## config.mk

```make
export PLATFORM = sky130hd
export DESIGN_NAME = ptm_timer
export DESIGN_NICKNAME = d
export VERILOG_FILES = /design/src/hdl/ptm_pkg.sv /design/src/hdl/ptm_timer.sv
export SDC_FILE = /design/constraint.sdc
export NUM_CORES = 1
export LEC_CHECK = 0
export ABC_AREA = 1
export BUFFER_PORTS_ARGS = -buffer_cell sky130_fd_sc_hd__buf_2
export CAP_MARGIN = 20
export CORE_AREA = 4 4 175 177
export DETAILED_ROUTE_END_ITERATION = 16
export DIE_AREA = 0 0 179 181
export PLACE_DENSITY = 0.61
export SLEW_MARGIN = 20
export SYNTH_ARGS = -nofsm -noshare
export SYNTH_HDL_FRONTEND = slang
export SYNTH_SLANG_ARGS = --single-unit
export TNS_END_PERCENT = 30
```

## constraint.sdc

```tcl
create_clock -name clk -period 2.6 [get_ports clk]
set_input_delay 0.26 -clock clk [delete_from_list [all_inputs] [get_ports clk]]
set_output_delay 0.26 -clock clk [all_outputs]
set_load 0.1 [all_outputs]
```

## src/hdl/ptm_pkg.sv

```systemverilog
// package for the pwm timer block: register indexes, field positions, state record
// assumes a single 100 MHz clock and an avalon-mm master that holds requests until waitrequest is low
//
// Functional notes
// - fault enable (enable bit 6) and fault level (channel 0 control) act on all channels; polarity/clock come from each channel's own control
// - inactive state drives main and complementary outputs to the polarity level
// - a detected active fault level forces all outputs inactive and holds them there
// - clearing fault status fails while the fault input is still active
// - channel 0 period is low byte plus four high bits; period is value times pwm clock
// - zero period gives a constant output equal to the polarity level
// - channel 0 duty is low byte plus four high bits; duty is value times pwm clock
// - nonzero period at or below duty gives constant active output
// - new period, duty, polarity and clock take effect at the next period start
// - control bit 7 enables a channel interrupt only while the global enable is set
// - control bit 6 is set on period overflow and cleared only by software
// - control bit 2 picks polarity: 0 high during duty, 1 inverted
// - control bits 1-0 pick the pwm clock: oscillator over 2, 4, 8 or 16
// - enable, control, period and duty writes land only while the lock holds 55h
// - the fault input acts only when enabled; level select 0 low active, 1 high active
package ptm_pkg;
  localparam int NCH = 3;
  localparam int CNT_W = 12;
  localparam int ADDR_W = 10;
  localparam logic [7:0] IDX_ENABLE = 8'hcf;
  localparam logic [7:0] IDX_CTRL0 = 8'hd2;
  localparam logic [7:0] IDX_PER0_LO = 8'hd3;
  localparam logic [7:0] IDX_PER0_HI = 8'hd4;
  localparam logic [7:0] IDX_DUTY0_LO = 8'hd5;
  localparam logic [7:0] IDX_DUTY0_HI = 8'hd6;
  localparam logic [7:0] IDX_CTRL1 = 8'hd9;
  localparam logic [7:0] IDX_PER1 = 8'hda;
  localparam logic [7:0] IDX_DUTY1 = 8'hdb;
  localparam logic [7:0] IDX_CTRL2 = 8'hdd;
  localparam logic [7:0] IDX_PER2 = 8'hde;
  localparam logic [7:0] IDX_DUTY2 = 8'hdf;
  localparam logic [7:0] IDX_LOCK = 8'he7;
  localparam logic [7:0] IDX_IRQ_STATUS = 8'hf0;
  localparam logic [7:0] IDX_IRQ_MASK = 8'hf1;
  localparam logic [7:0] IDX_IRQ_GLOBAL = 8'hf2;
  localparam logic [NCH-1:0][7:0] CTRL_IDX = {IDX_CTRL2, IDX_CTRL1, IDX_CTRL0};
  localparam logic [NCH-1:0][7:0] CTRL_WMASK = {8'hc7, 8'hc7, 8'hdf};
  localparam int CTL_IE = 7;
  localparam int CTL_OVF = 6;
  localparam int CTL_FSTAT = 4;
  localparam int CTL_FLEVEL = 3;
  localparam int CTL_POL = 2;
  localparam int EN_FAULT = 6;
  localparam int EN_COMP_LO = 3;
  localparam int IRQ_FAULT = 3;
  localparam logic [7:0] LOCK_KEY = 8'h55;
  localparam logic [3:0][3:0] DIV_MASK = {4'hf, 4'h7, 4'h3, 4'h1};

  typedef struct packed {
    logic waitreq;
    logic [31:0] rdata;
    logic [6:0] enable;
    logic [7:0] lock;
    logic [NCH-1:0][7:0] ctrl;
    logic [CNT_W-1:0] per0;
    logic [CNT_W-1:0] duty0;
    logic [7:0] per1;
    logic [7:0] duty1;
    logic [7:0] per2;
    logic [7:0] duty2;
    logic [3:0] irq_status;
    logic [3:0] irq_mask;
    logic irq_global;
    logic [3:0] div;
    logic [NCH-1:0][CNT_W-1:0] cnt;
    logic [NCH-1:0][CNT_W-1:0] act_per;
    logic [NCH-1:0][CNT_W-1:0] act_duty;
    logic [NCH-1:0] act_pol;
    logic [NCH-1:0][1:0] act_sel;
    logic [NCH-1:0] pwm;
    logic [NCH-1:0] pwm_oe;
    logic [NCH-1:0] comp;
    logic [NCH-1:0] comp_oe;
    logic irq;
  } ptm_state_t;

  localparam ptm_state_t ST_RESET = '{waitreq: 1'b1, default: '0};
endpackage : ptm_pkg

```

## src/hdl/ptm_timer.sv

```systemverilog
// pwm timer: one 12-bit and two 8-bit channels, fault shutdown, write lock, avalon-mm slave
// assumes fault_input is synchronous to clk and the master holds each request until waitrequest is low
module ptm_timer
  import ptm_pkg::*;
(
  input wire logic clk,
  input wire logic resetn,
  input wire logic [ADDR_W-1:0] avs_address,
  input wire logic avs_read,
  input wire logic avs_write,
  input wire logic [31:0] avs_writedata,
  input wire logic [3:0] avs_byteenable,
  output logic [31:0] avs_readdata,
  output logic avs_waitrequest,
  input wire logic fault_input,
  output logic [NCH-1:0] pwm_out,
  output logic [NCH-1:0] pwm_oe,
  output logic [NCH-1:0] comp_out,
  output logic [NCH-1:0] comp_oe,
  output logic irq
);

  ptm_state_t q;
  ptm_state_t n;

  logic [7:0] idx;
  logic [7:0] wd;
  logic [7:0] rd_value;
  logic commit;
  logic unlocked;
  logic cw;
  logic rdclr;
  logic fault_active;
  logic inactive;
  logic [NCH-1:0][CNT_W-1:0] cfg_per;
  logic [NCH-1:0][CNT_W-1:0] cfg_duty;
  logic [NCH-1:0] cfg_pol;
  logic [NCH-1:0][1:0] cfg_sel;
  logic [NCH-1:0] tick;
  logic [NCH-1:0] run;
  logic [NCH-1:0] raw;
  logic [NCH-1:0] wrap;

  assign idx = avs_address[ADDR_W-1:2];
  assign wd = avs_writedata[7:0];
  // a write lands at the edge where the master sees waitrequest low
  assign commit = !q.waitreq && avs_write && avs_byteenable[0];
  assign unlocked = (q.lock == LOCK_KEY);
  assign cw = commit && unlocked;
  assign rdclr = !q.waitreq && avs_read && (idx == IDX_IRQ_STATUS);
  // fault pin is qualified by its enable and by the level select of channel 0 control
  assign fault_active = q.enable[EN_FAULT] && (fault_input == q.ctrl[0][CTL_FLEVEL]);
  // inactive covers the detection cycle as well as the held status
  assign inactive = q.ctrl[0][CTL_FSTAT] || fault_active;

  // 8-bit channels sit in the low bits of the common 12-bit counter path
  assign cfg_per = {{4'h0, q.per2}, {4'h0, q.per1}, q.per0};
  assign cfg_duty = {{4'h0, q.duty2}, {4'h0, q.duty1}, q.duty0};

  for (genvar g = 0; g < NCH; g++)
  begin : g_chan
    assign cfg_pol[g] = q.ctrl[g][CTL_POL];
    assign cfg_sel[g] = q.ctrl[g][1:0];
    // shared free-running divider; each channel takes its own tap
    assign tick[g] = &(q.div | ~DIV_MASK[q.act_sel[g]]);
  end

  always_comb
  begin
    case (idx)
      IDX_ENABLE: rd_value = {1'b0, q.enable};
      IDX_CTRL0: rd_value = q.ctrl[0];
      IDX_PER0_LO: rd_value = q.per0[7:0];
      IDX_PER0_HI: rd_value = {4'h0, q.per0[CNT_W-1:8]};
      IDX_DUTY0_LO: rd_value = q.duty0[7:0];
      IDX_DUTY0_HI: rd_value = {4'h0, q.duty0[CNT_W-1:8]};
      IDX_CTRL1: rd_value = q.ctrl[1];
      IDX_PER1: rd_value = q.per1;
      IDX_DUTY1: rd_value = q.duty1;
      IDX_CTRL2: rd_value = q.ctrl[2];
      IDX_PER2: rd_value = q.per2;
      IDX_DUTY2: rd_value = q.duty2;
      IDX_LOCK: rd_value = q.lock;
      IDX_IRQ_STATUS: rd_value = {4'h0, q.irq_status};
      IDX_IRQ_MASK: rd_value = {4'h0, q.irq_mask};
      IDX_IRQ_GLOBAL: rd_value = {7'h00, q.irq_global};
      default: rd_value = 8'h00;
    endcase
  end

  always_comb
  begin
    n = q;
    run = '0;
    raw = '0;
    wrap = '0;

    // bus handshake: one wait cycle, then a single cycle with waitrequest low
    n.waitreq = 1'b1;
    if (q.waitreq && (avs_read || avs_write))
    begin
      n.waitreq = 1'b0;
      n.rdata = {24'h000000, rd_value};
    end

    // the key register itself is never locked, otherwise software could never unlock
    if (commit)
    begin
      case (idx)
        IDX_LOCK: n.lock = wd;
        IDX_IRQ_MASK: n.irq_mask = wd[3:0];
        IDX_IRQ_GLOBAL: n.irq_global = wd[0];
        default: n.lock = q.lock;
      endcase
    end

    if (cw)
    begin
      case (idx)
        IDX_ENABLE: n.enable = wd[6:0];
        IDX_PER0_LO: n.per0[7:0] = wd;
        IDX_PER0_HI: n.per0[CNT_W-1:8] = wd[3:0];
        IDX_DUTY0_LO: n.duty0[7:0] = wd;
        IDX_DUTY0_HI: n.duty0[CNT_W-1:8] = wd[3:0];
        IDX_PER1: n.per1 = wd;
        IDX_DUTY1: n.duty1 = wd;
        IDX_PER2: n.per2 = wd;
        IDX_DUTY2: n.duty2 = wd;
        default: n.enable = q.enable;
      endcase
    end

    // control writes: flags can only be cleared by software, never set
    for (int i = 0; i < NCH; i++)
    begin
      if (cw && (idx == CTRL_IDX[i]))
      begin
        n.ctrl[i] = wd & CTRL_WMASK[i];
        n.ctrl[i][CTL_OVF] = q.ctrl[i][CTL_OVF] && wd[CTL_OVF];
      end
    end
    if (cw && (idx == IDX_CTRL0))
    begin
      n.ctrl[0][CTL_FSTAT] = q.ctrl[0][CTL_FSTAT] && wd[CTL_FSTAT];
    end

    // sticky fault status; a clear while the pin is still active is overridden
    if (fault_active)
    begin
      n.ctrl[0][CTL_FSTAT] = 1'b1;
    end

    if (rdclr)
    begin
      n.irq_status = 4'h0;
    end
    if (fault_active && !q.ctrl[0][CTL_FSTAT])
    begin
      n.irq_status[IRQ_FAULT] = 1'b1;
    end

    n.div = q.div + 4'h1;

    for (int i = 0; i < NCH; i++)
    begin
      // complementary output keeps the counter alive even if the main pin is off
      run[i] = q.enable[i] || q.enable[EN_COMP_LO + i];
      if (!run[i])
      begin
        n.cnt[i] = '0;
        n.act_per[i] = cfg_per[i];
        n.act_duty[i] = cfg_duty[i];
        n.act_pol[i] = cfg_pol[i];
        n.act_sel[i] = cfg_sel[i];
      end
      else if (tick[i])
      begin
        if ((q.act_per[i] == '0) || (q.cnt[i] >= q.act_per[i] - 12'h001))
        begin
          wrap[i] = 1'b1;
          n.cnt[i] = '0;
          // while running, reload only at the period boundary so a half-written value never glitches a cycle
          n.act_per[i] = cfg_per[i];
          n.act_duty[i] = cfg_duty[i];
          n.act_pol[i] = cfg_pol[i];
          n.act_sel[i] = cfg_sel[i];
        end
        else
        begin
          n.cnt[i] = q.cnt[i] + 12'h001;
        end
      end

      // hardware set wins over a software clear in the same cycle
      if (wrap[i] && (q.act_per[i] != '0))
      begin
        n.ctrl[i][CTL_OVF] = 1'b1;
        n.irq_status[i] = 1'b1;
      end

      // duty phase first; period at or below duty stays active, zero period never is
      raw[i] = (q.act_per[i] != '0) && (q.cnt[i] < q.act_duty[i]);
      if (inactive || !q.enable[i])
      begin
        n.pwm[i] = q.act_pol[i];
      end
      else
      begin
        n.pwm[i] = raw[i] ^ q.act_pol[i];
      end
      // no dead time here: the complement is a plain inversion of the active phase
      if (inactive || !q.enable[EN_COMP_LO + i])
      begin
        n.comp[i] = q.act_pol[i];
      end
      else
      begin
        n.comp[i] = ~(raw[i] ^ q.act_pol[i]);
      end
      n.pwm_oe[i] = q.enable[i];
      n.comp_oe[i] = q.enable[EN_COMP_LO + i];
    end

    // channel enables gate the overflow sources; the global bit gates everything
    n.irq = q.irq_global
      && |(q.irq_status & q.irq_mask & {1'b1, q.ctrl[2][CTL_IE], q.ctrl[1][CTL_IE], q.ctrl[0][CTL_IE]});
  end

  always_ff @(posedge clk or negedge resetn)
  begin
    if (!resetn)
    begin
      q <= ST_RESET;
    end
    else
    begin
      q <= n;
    end
  end

  assign avs_readdata = q.rdata;
  assign avs_waitrequest = q.waitreq;
  assign pwm_out = q.pwm;
  assign pwm_oe = q.pwm_oe;
  assign comp_out = q.comp;
  assign comp_oe = q.comp_oe;
  assign irq = q.irq;
endmodule : ptm_timer

```

# After elaboration in Yosys (flattened, before gate mapping)

Index checks and enable logic that the tools add are counted.

Add/subtract/negate cells: 7
$lt $le $gt $ge: 9
Eq/ne operators: 24
Multiplexer cells: 81
Bitwise operators: 14
Reductions and logical operators: 77

Operators by type and width:

| operator                                                                     | number |
|---|---|
| 12-bit 2-to-1 mux                                                            | 27 |
| 8-bit == test, second input constant                                         | 16 |
| 8-bit one-hot mux with 16 select lines                                       | 1 |
| 12-bit by 1-bit adder with 12-bit output, second input constant              | 3 |
| 12-bit >= comparator                                                         | 3 |
| 12-bit logical NOT                                                           | 3 |
| 12-bit less-than comparator                                                  | 3 |
| 12-bit nonzero test                                                          | 3 |
| 12-bit by 1-bit subtractor with 12-bit output, second input constant         | 3 |
| 1-bit 2-to-1 mux                                                             | 33 |
| 33-bit 2-to-1 mux                                                            | 1 |
| 2-bit AND reduction                                                          | 15 |
| 4-bit binary-select mux with 2-bit select                                    | 3 |
| 1-bit logical AND                                                            | 22 |
| 7-bit 2-to-1 mux                                                             | 3 |
| 2-bit 2-to-1 mux                                                             | 9 |
| 4-bit 2-to-1 mux                                                             | 4 |
| 2-bit nonzero test                                                           | 8 |
| 1-bit logical OR                                                             | 14 |
| 4-bit inverter                                                               | 3 |
| 4-bit OR                                                                     | 3 |
| 4-bit AND reduction                                                          | 3 |
| 2-bit by 3-bit less-than comparator with 1-bit output, second input constant | 3 |
| 4-bit AND                                                                    | 2 |
| 9 further kinds                                                              | 24 |

Bits in registers: 240
Output and inout port bits: 46

# Longest topological paths before layout

Word-level depth: 9
Gate-level depth with buffers: 17
Mapped depth without buffers: 16

# Worst setup path before layout

OpenSTA, ideal clock, no wires.

Path kind: reg-to-reg
Start: register q[62] in the netlist's numbering
End: register q[61] in the netlist's numbering
Library setup time: 117 ps
Arrival: 2420 ps
Setup slack: 64 ps
Cell stages (with the launch flop): 14
Buffers on the path: 1
Period minus slack after synthesis: 2536 ps
Cells stage by stage: dfrtp_1 inv_1 nand2_1 nor4_1 nand4_1 xor2_1 ha_1 a21oi_1 o21ai_0 nor2_2 nand3_2 buf_2 nand3_1 nand2_1

Cells in the longest elaborated chain, start to end: 5
Elaborated cells between the ends (all ways): 6

RTL lines:

| item                                                        | line             | RTL |
|---|---|---|
| start: declaration                                          | ptm_timer.sv:23  | `ptm_state_t q;` |
| start signal: assignment                                    | ptm_timer.sv:237 | `q <= n;` |
| 12-bit by 1-bit subtractor with 12-bit output               | ptm_timer.sv:178 | `if ((q.act_per[i] == '0) \|\| (q.cnt[i] >= q.act_per[i] - 12'h001))` |
| 12-bit >= comparator                                        | ptm_timer.sv:178 |  |
| 1-bit logical OR *                                          | ptm_timer.sv:178 |  |
| 2-bit by 1-bit != test with 1-bit output (no source line) * | --               |  |
| 2-bit AND reduction (no source line) *                      | --               |  |

Mark *: on every way between the ends. The rest lies on a longest branch, timed or not.
A chain may end at the register's enable or synchronous reset.

# Final worst setup path

Start: register q[59] in the netlist's numbering
End: register q[59] in the netlist's numbering

The elaborated chain is that of the path after synthesis.

==> out/qor.csv <==
stage,metric,value,unit
logic_synthesis,synth_warnings,0,
logic_synthesis,synth_edf_count,0,
placement,io_buffers,43,
timing,finalHoldViolCount,0,
drt,postRouteAntennaNets,0,
clocking,clk-insertion-delay-late,0.55,ns
timing,fin_tns_setup,0,ns
floorplan,initial_core_util,0.440,
logic_synthesis,ys.flop_type,dfrtp_1,
floorplan,ios,97,
finish,fin_nets,1855,
timing,slew_violations,0,
logic_synthesis,mappedNetlistArea,12900,um^2
critical_path,cp-start-kind,flip-flop,
drt,vias,11000,
finish,antennaDiodeCount,0,
clocking,clock-sinks,224,
logic_synthesis,netlist_instances,1671,
timing,relSlewSlack,0.506,
clocking,tritoncts,done,
timing,max_freq,0.389,GHz
timing,finClkSkew,0.0203,ns
floorplan,die-area,32400,um^2
drt,dr.pass1.iters,5,
finish,multi_input_area,6240,um^2
placement,hpwl,25.2,mm
drt,route.detailed.drc,0,
critical_path,cpPeakStageDelay,0.40,ns
logic_synthesis,synth_top_family_by_area,simple AND/OR/NAND/NOR gates,
pwr,leakage,7.75,nW
critical_path,setup.worst_path.class,reg2reg,
pwr,power_density,542,nW/um^2
floorplan,rows,63,
floorplan,dieHeight,181,um
drt,avgViaCountPerCell,5.14,
logic_synthesis,synth-simple-area-share,0.297,
hold_path,hold_class,in2reg,
global_route,grt.total_usage,0.213,
clocking,h-tree-depth,1,
timing,hold_ws,0.0939,ns
finish,syn2layout_area_growth,14.0,%
global_route,antenna_found_initial,1,
clocking,cts_made_buffers,26,
critical_path,crit_chain,nor2_2 -> nand2_2 -> nor4_4 -> buf_4 -> nand4_1 -> xor2_1 -> ha_1 -> a21oi_2 -> o21ai_2 -> nor2_2 -> nand3_2 -> buf_4 -> buf_8 -> nand3_1 -> nand2_1,
logic_synthesis,synth_seq_area_share,0.436,
finish,utilization,0.501,
timing,period_share,0.988,
global_route,grt_max_degree,67,
logic_synthesis,ys_types,42,
critical_path,required,3.02,ns
global_route,grt_remaining_overflow,0,
critical_path,cp_max_fo,17,
clocking,clk_pin_slew,0.06,ns
placement,place_inst,2084,
logic_synthesis,synth_adder_area_share,0.0691,
pwr,ir_drop,0.397,mV
timing,min_period,2.57,ns
timing,rsz0062_at_grt,true,
finish,instances_no_fill,2141,
critical_path,worst_path_max_delay_cell,dfrtp_1,
drt,wl_per_cell,15.9,um
clocking,clk_root_buffer_cell,clkbuf_16,
floorplan,core_area,29200,um^2
finish,drive_gt1_frac,0.112,
run,maxCapViolations,0,
logic_synthesis,syn_area_per_cell,7.69,um^2
logic_synthesis,muxShareOfSynthArea,0,
timing,setup_viol,0,
logic_synthesis,ys_ff_latch,224,
global_route,grt_pass1_vias,10500,
drt,drt_iter0_drc,764,
logic_synthesis,synth-xor-area-share,0.0266,
finish,fill_cells,2834,
critical_path,end_kind,flip-flop,
logic_synthesis,synth-compound-area-share,0.0742,
finish,seq_area,5610,um^2
logic_synthesis,synthArstFlopShare,1.00,
clocking,clockBufferDepth,3,
global_route,grt_pass1_wl,55.7,mm
drt,wl,34.1,mm
placement,globalplace.congestion,0.908,
critical_path,arrival,2.99,ns
floorplan,die_width,179,um
timing,tightest_slew,0.741,ns
run_status,status,"complete, no violations",
-- Yosys cell counts (5+ instances only) --
cell type	instances	area [um^2]
inv_1	167	627
buf_6	8	90.1
xor2_1	35	307
nand2_1	519	1950
buf_2	18	90.1
buf_4	50	375
o21ai_1	16	80.1
dfrtp_1	223	5580
clkbuf_1	11	41.3
a21o_1	5	37.5
o21ai_0	118	591
nand3_1	158	791
ha_1	71	888
nand2_2	5	31.3
nand4_1	46	288
nor2_1	129	484
a21oi_1	34	170
nor3_1	17	85.1
-- registers in the layout, indices dropped and copies added (netlist names) --
| name | cells |
|---|---|
| q | 131 |
| cfg_duty | 28 |
| cfg_per | 28 |
| avs_readdata | 8 |
| cfg_sel | 6 |
| n | 6 |
| cfg_pol | 3 |
| comp_oe | 3 |
| comp_out | 3 |
| pwm_oe | 3 |
| pwm_out | 3 |
| avs_waitrequest | 1 |
| irq | 1 |
-- layout by cell type (no fill, tap or decap), types with 9 or more instances in the layout --
| cell | instances |
|---|---|
| o21ai_0 | 117 |
| buf_2 | 42 |
| nor3_1 | 15 |
| clkbuf_16 | 26 |
| o21ai_1 | 16 |
| nand4_1 | 46 |
| conb_1 | 24 |
| dfrtp_1 | 221 |
| buf_4 | 42 |
| inv_1 | 163 |
| ha_1 | 70 |
| a21oi_1 | 30 |
| nand2_1 | 513 |
| nor2_1 | 121 |
| nor2_2 | 9 |
| nand2_2 | 10 |
| nand3_1 | 156 |
| xor2_1 | 35 |
-- per-stage QoR --
| step | cell area, um^2 | power (W) | worst slack [ns] |
|---|---|---|---|
| floorplan | 12900 | 0.00384 | 0.0636 |
| global placement | 13400 | 0.00397 | 0.0251 |
| detailed placement | 13400 | 0.00397 | -0.0246 |
| CTS | 14400 | 0.00803 | 0.0116 |
| global route | 14700 | 0.00820 | -0.174 |
| finish | 14700 | 0.00794 | 0.0301 |
-- final timing paths --
check	start	endpoint	slack (ns)	depth (start not counted)
max	q[59]	q[59]	0.03	15
max reg2reg	q[59]	q[59]	0.03	15
min	avs_read	avs_waitrequest	0.09	2
min reg2reg	n[8]	pwm_oe[1]	0.44	0
max in group asynchronous	resetn	q[63]	1.54	3
min in group asynchronous	resetn	q[115]	0.21	2
-- power by group --
part / switching [W] / internal (W) / leakage, nW
clock network: 0.00150 / 0.00252 / 0.465
logic: 0.000355 / 0.0000446 / 4.19
registers: 0.0000124 / 0.00350 / 3.09
total: 0.00187 / 0.00607 / 7.75
-- logic make-up (layout without fill, tap and decap cells) --
family,after synthesis,in the layout
other,1,24
DFF,224,224
adders and majority gates,71,71
xor gates and xnor gates,39,39
buffers and inverters,258,315
and+or+nand+nor,895,895
AOI/OAI and AO/OA,183,183
-- area by class of cell --
class,count,share of cell area
clock buffer,33,0.0510
clock inverter,13,0.0145
inverter,171,0.0442
multi-input combinational,1212,0.426
sequential,224,0.383
tap,390,0.0333
timing repair buffer,98,0.0487
-- repair_timing --
item | 4_1_cts | 5_1_grt
hold buffers | 2 | 0
pin swaps | 0 | 15
hold endpoints to repair | 45 | 0
resized for setup | 2 | 49
gates cloned | 0 | 1
buffers inserted | 2 | 6
setup endpoints to repair | 29 | 100
-- worst max-delay path: cells and delay by family (launching register included) --
family	cells	cell delay, ns
compound gates	2	0.22
fa+ha+maj	1	0.31
xor+xnor	1	0.16
simple gates	8	0.91
buf+inv	3	0.48
flops	1	0.40
-- routing by layer --
metal,track usage,part of all wire,vias to the layer above
met1,0.321,0.47,5211
met2,0.321,0.44,275
met4,0.0482,0.022,0
met5,0,0,-
li1,-,-,5475
met3,0.0352,0.064,51
Note: power is estimated with default switching activity, not from simulation.
